--- src/errq_defines.svh ---
// Purpose: Offsets, field positions, codes and reset values for the queue
// Assumes: 32-bit APB data, one word per register
// Notes: Included by every design file
`ifndef ERRQ_DEFINES_SVH
`define ERRQ_DEFINES_SVH

`define EQ_DEPTH 8
`define EQ_AW 3
`define EQ_CW 16

`define OFF_POST 12'h000
`define OFF_READ 12'h004
`define OFF_CTRL 12'h008
`define OFF_COUNT 12'h00C
`define OFF_ESR 12'h010
`define OFF_CAUSE 12'h014

`define CTRL_CLS 0

`define ESR_QUERY 2
`define ESR_DEVICE 3
`define ESR_EXEC 4
`define ESR_CMD 5

`define CODE_NONE 16'sh0000
`define CODE_OVERFLOW (-16'sd350)
`define CODE_CMD_GEN (-16'sd100)
`define CODE_SYNTAX (-16'sd102)
`define CODE_PAR_MORE (-16'sd108)
`define CODE_PAR_LESS (-16'sd109)
`define CODE_HDR (-16'sd110)
`define CODE_HDR_UNDEF (-16'sd113)
`define CODE_NUM_CHAR (-16'sd121)
`define CODE_CHAR_DATA (-16'sd140)
`define CODE_STR_DATA (-16'sd150)
`define CODE_STR_BAD (-16'sd151)
`define CODE_EXE_GEN (-16'sd200)
`define CODE_PROTECT (-16'sd203)
`define CODE_PARAM (-16'sd220)

`define CMD_LO (-16'sd199)
`define CMD_HI (-16'sd100)
`define EXE_LO (-16'sd299)
`define EXE_HI (-16'sd200)
`define DEV_LO (-16'sd399)
`define DEV_HI (-16'sd300)
`define QRY_LO (-16'sd499)
`define QRY_HI (-16'sd400)

`define ESR_RESET 8'h00
`endif

--- src/errq_pkg.sv ---
// Purpose: Shared types for the error queue
// Assumes: Defines header included first
// Notes: Cause codes select the posted error
`include "errq_defines.svh"
package errq_pkg;
  typedef logic signed [`EQ_CW-1:0] err_code_t;
  typedef enum logic [3:0] {
    C_CMD_GEN, C_SYNTAX, C_PAR_MORE, C_PAR_LESS, C_HDR, C_HDR_UNDEF,
    C_NUM_CHAR, C_CHAR_DATA, C_STR_DATA, C_STR_BAD,
    C_EXE_GEN, C_PROTECT, C_PARAM
  } cause_t;
  typedef struct packed {
    logic valid;
    err_code_t code;
  } post_t;
  typedef struct packed {
    logic psel;
    logic penable;
    logic pwrite;
    logic [11:0] paddr;
    logic [31:0] pwdata;
  } apb_req_t;
endpackage

--- src/errq_class.sv ---
// Purpose: Maps an error code onto its status class bits
// Assumes: Codes are signed 16-bit
// Notes: Purely combinational
`timescale 1ns/10ps
`include "errq_defines.svh"
module errq_class
  import errq_pkg::*;
(
  input err_code_t code,
  input wire logic valid,
  output logic [7:0] bits
);
  function automatic logic in_rng(err_code_t c, err_code_t lo, err_code_t hi);
    return (c >= lo) && (c <= hi);
  endfunction
  wire cmd_hit = in_rng(code, `CMD_LO, `CMD_HI);
  wire exe_hit = in_rng(code, `EXE_LO, `EXE_HI);
  // Positive codes count here too, as device class
  wire dev_hit = in_rng(code, `DEV_LO, `DEV_HI) || (code > 16'sd0);
  wire qry_hit = in_rng(code, `QRY_LO, `QRY_HI);
  always_comb begin
    bits = 8'h00;
    if (valid) begin
      bits[`ESR_CMD] = cmd_hit;
      bits[`ESR_EXEC] = exe_hit;
      bits[`ESR_DEVICE] = dev_hit;
      bits[`ESR_QUERY] = qry_hit;
    end
  end
endmodule // errq_class

--- src/errq_mem.sv ---
// Purpose: Storage for queued error codes
// Assumes: One write and one read port, same clock
// Notes: Read data comes out of a register
`timescale 1ns/10ps
`include "errq_defines.svh"
module errq_mem
  import errq_pkg::*;
(
  input wire logic clk,
  input wire logic we,
  input wire logic [`EQ_AW-1:0] waddr,
  input err_code_t wdata,
  input wire logic [`EQ_AW-1:0] raddr,
  output err_code_t rdata
);
  err_code_t mem [`EQ_DEPTH];
  always_ff @(posedge clk) begin
    if (we) begin
      mem[waddr] <= wdata;
    end
    rdata <= mem[raddr];
  end
endmodule // errq_mem

--- src/instrument_error_queue.sv ---
// Purpose: Error queue and status classifier over APB
// Assumes: Single clock, synchronous active-low reset
// Notes: Functional notes
//
// Implementation choices: the APB interface to the registers and the placing of the registers.
`timescale 1ns/10ps
`include "errq_defines.svh"
module instrument_error_queue
  import errq_pkg::*;
(
  input wire logic REF_CLK,
  input wire logic RST_N,
  input wire logic PSEL,
  input wire logic PENABLE,
  input wire logic PWRITE,
  input wire logic [11:0] PADDR,
  input wire logic [31:0] PWDATA,
  output logic [31:0] PRDATA,
  output logic PREADY,
  output logic PSLVERR,
  input wire logic PARSE_ERR_VALID,
  input wire logic [3:0] PARSE_ERR_CAUSE,
  input wire logic EXEC_ERR_VALID,
  input wire logic [3:0] EXEC_ERR_CAUSE,
  input wire logic EXEC_EVAL_DONE,
  input wire logic CLS_CMD,
  output logic QUEUE_EMPTY,
  output logic [7:0] ESR_CLASS
);
  localparam logic [`EQ_AW:0] DEPTH_C = (`EQ_AW+1)'(`EQ_DEPTH);

  function automatic err_code_t cause_code(logic [3:0] c);
    case (cause_t'(c))
      C_CMD_GEN: return `CODE_CMD_GEN;
      C_SYNTAX: return `CODE_SYNTAX;
      C_PAR_MORE: return `CODE_PAR_MORE;
      C_PAR_LESS: return `CODE_PAR_LESS;
      C_HDR: return `CODE_HDR;
      C_HDR_UNDEF: return `CODE_HDR_UNDEF;
      C_NUM_CHAR: return `CODE_NUM_CHAR;
      C_CHAR_DATA: return `CODE_CHAR_DATA;
      C_STR_DATA: return `CODE_STR_DATA;
      C_STR_BAD: return `CODE_STR_BAD;
      C_EXE_GEN: return `CODE_EXE_GEN;
      C_PROTECT: return `CODE_PROTECT;
      C_PARAM: return `CODE_PARAM;
      default: return `CODE_CMD_GEN;
    endcase
  endfunction

  // Pending execution error waits for evaluation to finish
  logic exec_hold_q, exec_hold_d;
  logic [3:0] exec_cause_q, exec_cause_d;
  logic [`EQ_AW-1:0] wr_ptr_q, wr_ptr_d, rd_ptr_q, rd_ptr_d;
  logic [`EQ_AW:0] count_q, count_d;
  logic [7:0] esr_q, esr_d;
  logic [31:0] prdata_q, prdata_d;
  logic pready_q, pslverr_q, empty_q, acc1_q;
  logic rd_pend_q;
  logic sw_post_q;
  err_code_t sw_code_q;
  err_code_t mem_rdata;

  wire setup = PSEL && !PENABLE;
  wire acc = PSEL && PENABLE && pready_q;
  wire wr_acc = acc && PWRITE;
  wire rd_setup = setup && !PWRITE;
  wire hit_post = PADDR == `OFF_POST;
  wire hit_read = PADDR == `OFF_READ;
  wire hit_ctrl = PADDR == `OFF_CTRL;
  wire hit_cnt = PADDR == `OFF_COUNT;
  wire hit_esr = PADDR == `OFF_ESR;
  wire hit_cause = PADDR == `OFF_CAUSE;
  wire mapped = hit_post | hit_read | hit_ctrl | hit_cnt | hit_esr | hit_cause;

  wire cls = CLS_CMD || (wr_acc && hit_ctrl && PWDATA[`CTRL_CLS]);
  wire pop = rd_setup && hit_read && (count_q != '0);
  // Clear on the ready edge, after the read word was captured
  wire esr_rd = acc && !PWRITE && hit_esr;

  wire exec_now = exec_hold_q && EXEC_EVAL_DONE;

  // Parse first, then execution, then software
  post_t p0, p1, p2;
  assign p0 = '{valid: PARSE_ERR_VALID, code: cause_code(PARSE_ERR_CAUSE)};
  assign p1 = '{valid: exec_now, code: cause_code(exec_cause_q)};
  assign p2 = '{valid: sw_post_q, code: sw_code_q};

  logic [7:0] cls0, cls1, cls2;
  errq_class u_cls0 (.code(p0.code), .valid(p0.valid), .bits(cls0));
  errq_class u_cls1 (.code(p1.code), .valid(p1.valid), .bits(cls1));
  errq_class u_cls2 (.code(p2.code), .valid(p2.valid), .bits(cls2));

  // Enqueue walk; overflow writes the overflow code into the last slot with the one port write
  logic we;
  logic [`EQ_AW-1:0] waddr;
  err_code_t wdata;
  logic [7:0] new_bits;
  always_comb begin
    wr_ptr_d = wr_ptr_q;
    count_d = count_q;
    rd_ptr_d = rd_ptr_q;
    we = 1'b0;
    waddr = wr_ptr_q;
    wdata = `CODE_NONE;
    new_bits = cls0 | cls1 | cls2;
    if (pop) begin
      rd_ptr_d = rd_ptr_q + 1'b1;
      count_d = count_q - 1'b1;
    end
    // One memory write per cycle: first valid post wins the port
    if (p0.valid || p1.valid || p2.valid) begin
      we = 1'b1;
      wdata = p0.valid ? p0.code : (p1.valid ? p1.code : p2.code);
      if (count_d == DEPTH_C || (count_d == DEPTH_C - 1'b1 &&
          (32'(p0.valid) + 32'(p1.valid) + 32'(p2.valid)) > 32'd1)) begin
        waddr = wr_ptr_q - 1'b1;
        if (count_d != DEPTH_C) begin
          waddr = wr_ptr_q;
          wr_ptr_d = wr_ptr_q + 1'b1;
          count_d = count_d + 1'b1;
        end
        wdata = `CODE_OVERFLOW;
        new_bits[`ESR_DEVICE] = 1'b1;
      end else begin
        wr_ptr_d = wr_ptr_q + 1'b1;
        count_d = count_d + 1'b1;
        if ((32'(p0.valid) + 32'(p1.valid) + 32'(p2.valid)) > 32'd1) begin
          // Extra simultaneous posts count as lost; kept simple
          new_bits[`ESR_DEVICE] = 1'b1;
        end
      end
    end
    if (cls) begin
      wr_ptr_d = '0;
      rd_ptr_d = '0;
      count_d = '0;
      we = 1'b0;
    end
    if (!cls && pop && count_d == '0) begin
      wr_ptr_d = '0;
      rd_ptr_d = '0;
    end
  end

  // Sticky class bits, set beats read-clear
  always_comb begin
    esr_d = esr_q;
    if (cls || esr_rd) begin
      esr_d = 8'h00;
    end
    esr_d = esr_d | new_bits;
  end

  always_comb begin
    exec_hold_d = exec_hold_q;
    exec_cause_d = exec_cause_q;
    if (exec_now) begin
      exec_hold_d = 1'b0;
    end
    if (EXEC_ERR_VALID) begin
      exec_hold_d = 1'b1;
      exec_cause_d = EXEC_ERR_CAUSE;
    end
    if (cls) begin
      exec_hold_d = 1'b0;
    end
  end

  errq_mem u_mem (
    .clk(REF_CLK), .we(we), .waddr(waddr), .wdata(wdata),
    .raddr(rd_ptr_q), .rdata(mem_rdata)
  );

  wire [31:0] queue_word = rd_pend_q ? 32'(signed'(mem_rdata)) : 32'h0;
  always_comb begin
    prdata_d = 32'h0;
    if (hit_read) prdata_d = queue_word;
    if (hit_cnt) prdata_d = 32'(count_q);
    if (hit_esr) prdata_d = {24'h0, esr_q};
  end

  always_ff @(posedge REF_CLK) begin
    if (!RST_N) begin
      wr_ptr_q <= '0;
      rd_ptr_q <= '0;
      count_q <= '0;
      esr_q <= `ESR_RESET;
      exec_hold_q <= 1'b0;
      exec_cause_q <= 4'h0;
      pready_q <= 1'b0;
      acc1_q <= 1'b0;
      pslverr_q <= 1'b0;
      prdata_q <= 32'h0;
      rd_pend_q <= 1'b0;
      sw_post_q <= 1'b0;
      sw_code_q <= `CODE_NONE;
      empty_q <= 1'b1;
    end else begin
      wr_ptr_q <= wr_ptr_d;
      rd_ptr_q <= rd_ptr_d;
      count_q <= count_d;
      esr_q <= esr_d;
      exec_hold_q <= exec_hold_d;
      exec_cause_q <= exec_cause_d;
      // One wait state: read word settles before ready rises
      acc1_q <= setup;
      pready_q <= acc1_q;
      pslverr_q <= acc1_q && !mapped;
      if (setup) rd_pend_q <= pop;
      if (acc1_q) prdata_q <= prdata_d;
      sw_post_q <= wr_acc && hit_post && !cls;
      sw_code_q <= err_code_t'(PWDATA[`EQ_CW-1:0]);
      empty_q <= (count_d == '0);
    end
  end

  assign PREADY = pready_q;
  assign PSLVERR = pslverr_q;
  assign PRDATA = prdata_q;
  assign QUEUE_EMPTY = empty_q;
  assign ESR_CLASS = esr_q;
endmodule // instrument_error_queue

--- config.mk ---
export PLATFORM = sky130hd
export DESIGN_NAME = instrument_error_queue
export DESIGN_NICKNAME = d
export VERILOG_FILES = /design/src/errq_pkg.sv /design/src/errq_class.sv /design/src/errq_mem.sv /design/src/instrument_error_queue.sv
export VERILOG_INCLUDE_DIRS = /design/src
export SDC_FILE = /design/constraint.sdc
export NUM_CORES = 1
export LEC_CHECK = 0
export CAP_MARGIN = 0
export CELL_PAD_IN_SITES_DETAIL_PLACEMENT = 0
export CELL_PAD_IN_SITES_GLOBAL_PLACEMENT = 1
export CORE_UTILIZATION = 56
export DETAILED_ROUTE_END_ITERATION = 8
export DONT_BUFFER_PORTS = 1
export HOLD_SLACK_MARGIN = 0.1
export PLACE_DENSITY_LB_ADDON = 0.3
export REMOVE_ABC_BUFFERS = 1
export SLEW_MARGIN = 40
export SYNTH_ARGS = -nofsm -noshare
export SYNTH_HDL_FRONTEND = slang
export SYNTH_HIERARCHICAL = 1
export SYNTH_SLANG_ARGS = --single-unit
--- constraint.sdc ---
create_clock -name REF_CLK -period 5.9 [get_ports REF_CLK]
set_clock_uncertainty 0.15 [all_clocks]
set_input_delay 0.885 -clock REF_CLK [delete_from_list [all_inputs] [get_ports REF_CLK]]
set_output_delay 0.885 -clock REF_CLK [all_outputs]
set_load 0.03 [all_outputs]
## After elaboration in Yosys (flattened, before gate mapping)

Memory sizes are Yosys's and may differ from the RTL's. A register that Yosys moved wholly into a read port is not among the register bits.
Cells that the tools add are included.

- RAM bits: 128
- Bits of input ports: 61
- Memories kept: 3
- Latch bits: 0
- Output and inout bits: 43
- Word-level logic and storage cells: 152
- Flip-flop bits (word level): 77
- Bits in read-only memories: 256

Memories:

| memory | words | width | rd ports | clocked after Yosys merged registers in | write ports | line | source |
|---|---|---|---|---|---|---|---|
| (name not given) | 16 | 8 | 1 | 1 | 0 | instrument_error_queue.sv:33 | `case (cause_t'(c))` |
| (name not given) | 16 | 8 | 1 | 0 | 0 | instrument_error_queue.sv:33 |  |
| u_mem.mem | 8 | 16 | 1 | 1 | 1 | errq_mem.sv:16 | `` err_code_t mem [`EQ_DEPTH]; `` |

- $lt $le $gt $ge: 28
- Shifts and indexed selects: 0
- Bitwise operators: 9
- $mul: 0
- Reduce and logical (&&, ||, !) cells: 49
- Equality and inequality tests: 9
- Add/subtract/negate cells: 7
- Divide/modulo/power cells: 0
- Multiplexer cells: 33

Operators by type and width:

| kind | number |
|---|---|
| greater-or-equal comparator 16 x 10 -> 1 bit, second input constant | 9 |
| 2-to-1 mux 32 bit | 4 |
| <= comparator 16 x 10 -> 1 bit, second input constant | 6 |
| 2-to-1 mux 16 bit | 4 |
| greater-or-equal comparator 16 x 9 -> 1 bit, second input constant | 3 |
| > comparator 16 x 1 -> 1 bit, second input constant | 3 |
| <= comparator 16 x 8 -> 1 bit, second input constant | 3 |
| <= comparator 16 x 9 -> 1 bit, second input constant | 3 |
| 2-to-1 mux 4 bit | 10 |
| logical AND 1 bit | 30 |
| == test 12 x 4 -> 1 bit, second input constant | 2 |
| == test 12 x 5 -> 1 bit, second input constant | 2 |
| 2-to-1 mux 3 bit | 5 |
| == test 12 x 3 -> 1 bit, second input constant | 1 |
| zero test 12 bit | 1 |
| bitwise OR 6 bit | 2 |
| 2-to-1 mux 1 bit | 9 |
| logical OR 1 bit | 8 |
| 2-to-1 mux 8 bit | 1 |
| bitwise OR 8 x 6 -> 8 bit | 1 |
| adder 3 x 1 -> 3 bit, second input constant | 2 |
| bitwise OR 1 bit | 5 |
| adder 4 x 1 -> 4 bit, second input constant | 1 |
| == test 4 x 3 -> 1 bit, second input constant | 1 |
| 16 further kinds | 19 |

## Logic depth before layout (Yosys ltp)

- Depth after elaboration: 15
- Depth in mapped cells: 17

## Modules after synthesis

Netlist, hierarchy kept.

Modules (own cells, without submodules):

| module | sequential area each (sq um) | area each (sq um) | cells each | times used |
|---|---|---|---|---|
| errq_mem | 4164.0 | 5293.8 | 214 | 1 |
| instrument_error_queue | 1381.3 | 3736.1 | 449 | 1 |
| errq_class | 0.0 | 335.3 | 50 | 3 |

## Worst setup path before layout

OpenSTA, ideal clock, no wires.

- Path kind: input -> register
- Start point: input PADDR[9]
- End point: memory u_mem/mem[0][0] (netlist name) (enable)
- Setup time: 0.409 ns
- Slack: 1.681 ns
- Stages on the path: 11
- Arrival time: 3.660 ns
- Required time: 5.341 ns
- Cells stage by stage: nor4_2 -> and3_1 -> buf_2 -> and3_1 -> buf_6 -> mux2i_1 -> nor2_1 -> nand2_1 -> xnor2_1 -> nand2b_1 -> nor3_1

- Cells in the longest elaborated chain, start to end: 9

Ends and longest elaborated chain:

| element | line | source |
|---|---|---|
| start: declaration | instrument_error_queue.sv:16 | `input wire logic [11:0] PADDR,` |
| == test 12 x 3 -> 1 bit (no source line) (*) | n/a |  |
| logical AND 1 bit (*) (2 in series) | instrument_error_queue.sv:77 | `wire pop = rd_setup && hit_read && (count_q != '0);` |
| 2-to-1 mux 4 bit (*) | instrument_error_queue.sv:107 | `if (pop) begin` |
| == test 4 x 3 -> 1 bit | instrument_error_queue.sv:115 | `if (count_d == DEPTH_C \|\| (count_d == DEPTH_C - 1'b1 &&` |
| logical AND 1 bit | instrument_error_queue.sv:115 |  |
| logical OR 1 bit | instrument_error_queue.sv:115 |  |
| 2-to-1 mux 3 bit (*) | instrument_error_queue.sv:115 |  |
| 2-to-1 mux 3 bit (*) | instrument_error_queue.sv:112 | `if (p0.valid \|\| p1.valid \|\| p2.valid) begin` |
| via waddr[2] | instrument_error_queue.sv:96 | `` logic [`EQ_AW-1:0] waddr; `` |
| end: declaration | errq_mem.sv:16 |  |

The timed path passes the listed nets; every way through them passes the cells marked *.

## Final worst setup path

- Start point: register count_q[0]
- End point: memory u_mem/mem[7][12] (netlist name) (enable)

- Cells in the longest elaborated chain, start to end: 8

Ends and longest elaborated chain:

| element | line | source |
|---|---|---|
| start: declaration | instrument_error_queue.sv:55 | `` logic [`EQ_AW:0] count_q, count_d; `` |
| start signal: assignment | instrument_error_queue.sv:202 | `count_q <= count_d;` |
| branches (longest 2 deep; another with subtractor 4 x 1 -> 4 bit) | n/a |  |
| 2-to-1 mux 4 bit (*) | instrument_error_queue.sv:107 |  |
| == test 4 x 3 -> 1 bit | instrument_error_queue.sv:115 |  |
| logical AND 1 bit | instrument_error_queue.sv:115 |  |
| logical OR 1 bit | instrument_error_queue.sv:115 |  |
| 2-to-1 mux 3 bit (*) | instrument_error_queue.sv:115 |  |
| 2-to-1 mux 3 bit (*) | instrument_error_queue.sv:112 |  |
| via waddr[1] | instrument_error_queue.sv:96 |  |

Mark *: on every way through the listed nets, which the timed path passes.

==> run metrics <==
Max Fanout on Critical Path 16; Crit path max-delay family simple AND/OR/NAND/NOR gates; number of synthesized flops with an enable pin 128; Core Area approximately 17000 um2; synthesized cell area 10000 um2; CP peak stage delay about 540 ps; initial DRC count 524; part of the power in registers 0.515; Setup CP Type reg -> reg; CP startpoint kind register; clk root buf clkbuf_16; DP Wirelength 14900 um; GRT Total Usage 0.239; CP required just under 6000 ps; Placement Cell Area a little over 10000 um2; Final nets slightly above 900; top cell type's share of synthesized area 0.383; dpl cells 1035; Antenna Nets Post-Route 0; Finished Cell Area about 11000 um2; number of global-route vias before repair 6201; worst r2r path cells 10; Final Hold Slack 299 ps; CTS max path bufs 3; period utilisation layout 0.677; Worst setup endpoint u_mem/mem[7][12]; status finished clean; crit-path most repeated cell nor2_1; P_int 2.51 mW; synth top area cells edfxtp_1 38%, dfxtp_1 17%, mux4_1 7.3%; Rows 48; Gate power share 0.058; CTS tree yes; Avg Synthesized Cell Area 12.3 um2; final hold violations 0; Die ar. 18500 um2; leading area contributor after synthesis edfxtp_1; commonest non-fill, non-tap cell in the layout edfxtp_1; Yosys cell types between 70 and 80; Primary FF master, synth edfxtp_1; Clock Latency Late Sink 510 ps; 1st-pass router iterations 5; Tightest Pin Transition about 830 ps; Setup crit start count_q[0]; CTS Buf Count 22; worst vdd ir 309 uV; commonest cells after routing, fill and taps aside 128 x edfxtp_1, 82 x dfxtp_1, 73 x nor2_1, 62 x conb_1, 42 x a21oi_1; Hold Path Class reg -> reg; die height ~140 um; Achievable Freq 250 MHz; RR Startpoint count_q[0]; postcts setup bufs 0; Seq/Total Area, Yosys 0.553; Sw Share 0.224; internal reg-to-reg setup slack 1900 ps; Clk pwr share 0.427; fraction of registers with async set/reset 0; WL per Instance 20.1 um; RePlAce Congestion 0.889; endpoint type of the worst setup path register; initial core utilization 0.576; Post-Synthesis Cells between 800 and 900; Min Clock Period, post-route roughly 4000 ps; setup TNS 0 ps; cts hold-fix bufs 0; hold_sp rd_pend_q; vias post-DR about 6400; IO Count 104; largest net degree at the start of global routing 34; slew margin rel. 0.446; Sw Pwr 722 uW; Worst path depth 10; synthesis-stage register bit count 213; H-tree depth 1; Final setup viols 0; DRC violations left 0; clock transition at the registers of the reported paths 60 ps; port buffer count 0; first-pass GRT wire length around 33000 um; share of cells above drive strength 1 0.126; Pleak slightly below 4 nW; max-cap viol count 0; post_cts resized 0; Synth Warn # 6; CP cell instances inv_1 > ha_1 > or3b_1 > and3_1 > mux2i_1 > nor2_1 > nor2_1 > a21oi_1 > nand2_1 > nor2_4; Layout fillers approximately 1300; non-filler cells, final 1076; GRT Residual Overflow 0; DR vias/cell between 5 and 6; R2R Path End u_mem/mem[7][12]; RSZ-0062 raised after global routing no; Slew Limit Fails 0; WP buf/inv 1; Area Overhead vs Synth 9.44%; Detailed Route WL 21600 um; clk sinks 213; antenna violations before repair 1; pwr/cell area 294 nW/um2; Die X 136 um; worst path arrival time 3990 ps; total power draw 3.23 mW; slowest CP cell nor2_4
## area by class of cell
type	instances	area, um2	share of cell area
Antenna cell	1	2.50	0.000228
Clock inverter	13	153	0.0139
Timing Repair Buffer	7	67.6	0.00615
Tap cell	225	282	0.0256
Multi-Input combinational cell	561	4250	0.387
Sequential cell	213	5550	0.505
Inverter	29	109	0.00991
Clock buffer	27	569	0.0518
## cell families (layout without fill, tap and decap cells)
kind of cell             count (synthesis)  count (layout)  synth area share
buffers and inverters                   97              76            0.0525
flip-flops                             213             213             0.553
AO/OA/AOI/OAI                          142             142            0.0976
multiplexers                            63              63             0.116
adder cells (fa/ha/maj)                 15              15            0.0187
XOR/XNOR                                10              10           0.00873
AND/OR/NAND/NOR                        269             269             0.152
other                                    4              63           0.00150
## through the flow
step | util | worst slack (ps)
finish | 0.631 | 1900
detailed placement | 0.589 | 1500
global placement | 0.585 | 1260
global route | 0.630 | 1600
CTS | 0.630 | 1890
floorplan | - | 1300
## per-layer routing
layer | GRT usage | vias to the layer above | part of all wire
met4 | 0.0605 | 0 | 0.018
li1 | - | 3037 | -
met1 | 0.331 | 3141 | 0.45
met5 | 0 | - | 0
met2 | 0.392 | 238 | 0.47
met3 | 0.0380 | 31 | 0.067
## synth_stat cells, types with 9 or more instances
| cell type | number |
|---|---|
| a21oi_1 | 42 |
| a22oi_1 | 9 |
| buf_2 | 9 |
| nor2_1 | 79 |
| dfxtp_1 | 85 |
| and2_1 | 19 |
| o31a_1 | 11 |
| buf_4 | 28 |
| nand2_1 | 39 |
| ha_1 | 15 |
| a211oi_1 | 24 |
| nand2b_1 | 21 |
| mux2i_1 | 10 |
| nand3_1 | 34 |
| inv_1 | 27 |
| mux4_1 | 28 |
| clkbuf_1 | 17 |
| edfxtp_1 | 128 |
| o21ai_0 | 13 |
| mux2_2 | 20 |
## power by group through the flow
stage                     clock [mW]  combinational, mW  sequential [mW]
after floorplan                    0              0.136             1.68
after global placement             0              0.173             1.69
after detailed placement           0              0.182             1.69
after CTS                       1.40              0.183             1.66
after global routing            1.47              0.208             1.67
final                           1.38              0.188             1.66
## sequential cells by signal, indices dropped and copies added (netlist names)
name          cells
PRDATA           16
QUEUE_EMPTY       1
sw_post_q         1
exec_hold_q       1
u_mem/rdata      16
PREADY            1
exec_cause_q      4
PSLVERR           1
p1                8
rd_pend_q         1
acc1_q            1
u_mem/mem       128
sw_code_q        16
rd_ptr_q          3
count_q           4
wr_ptr_q          3
ESR_CLASS         8
## worst min path at each step
stage / endpoint / slack [ps] / cells after the start
4_1_cts: rd_pend_q / 300 / 2
6_report: rd_pend_q / 300 / 2
5_1_grt: rd_pend_q / 310 / 2
3_3_place_gp: rd_pend_q / 290 / 2
2_1_floorplan: rd_pend_q / 280 / 2
3_5_place_dp: rd_pend_q / 290 / 2
## worst min-delay path: cells and delay by family (launching register included)
kind | cells | cell delay (ps)
AND/OR/NAND/NOR | 1 | 50
flip-flops | 1 | 300
AO/OA/AOI/OAI | 1 | 50
Power figures use the tool's default switching activity.
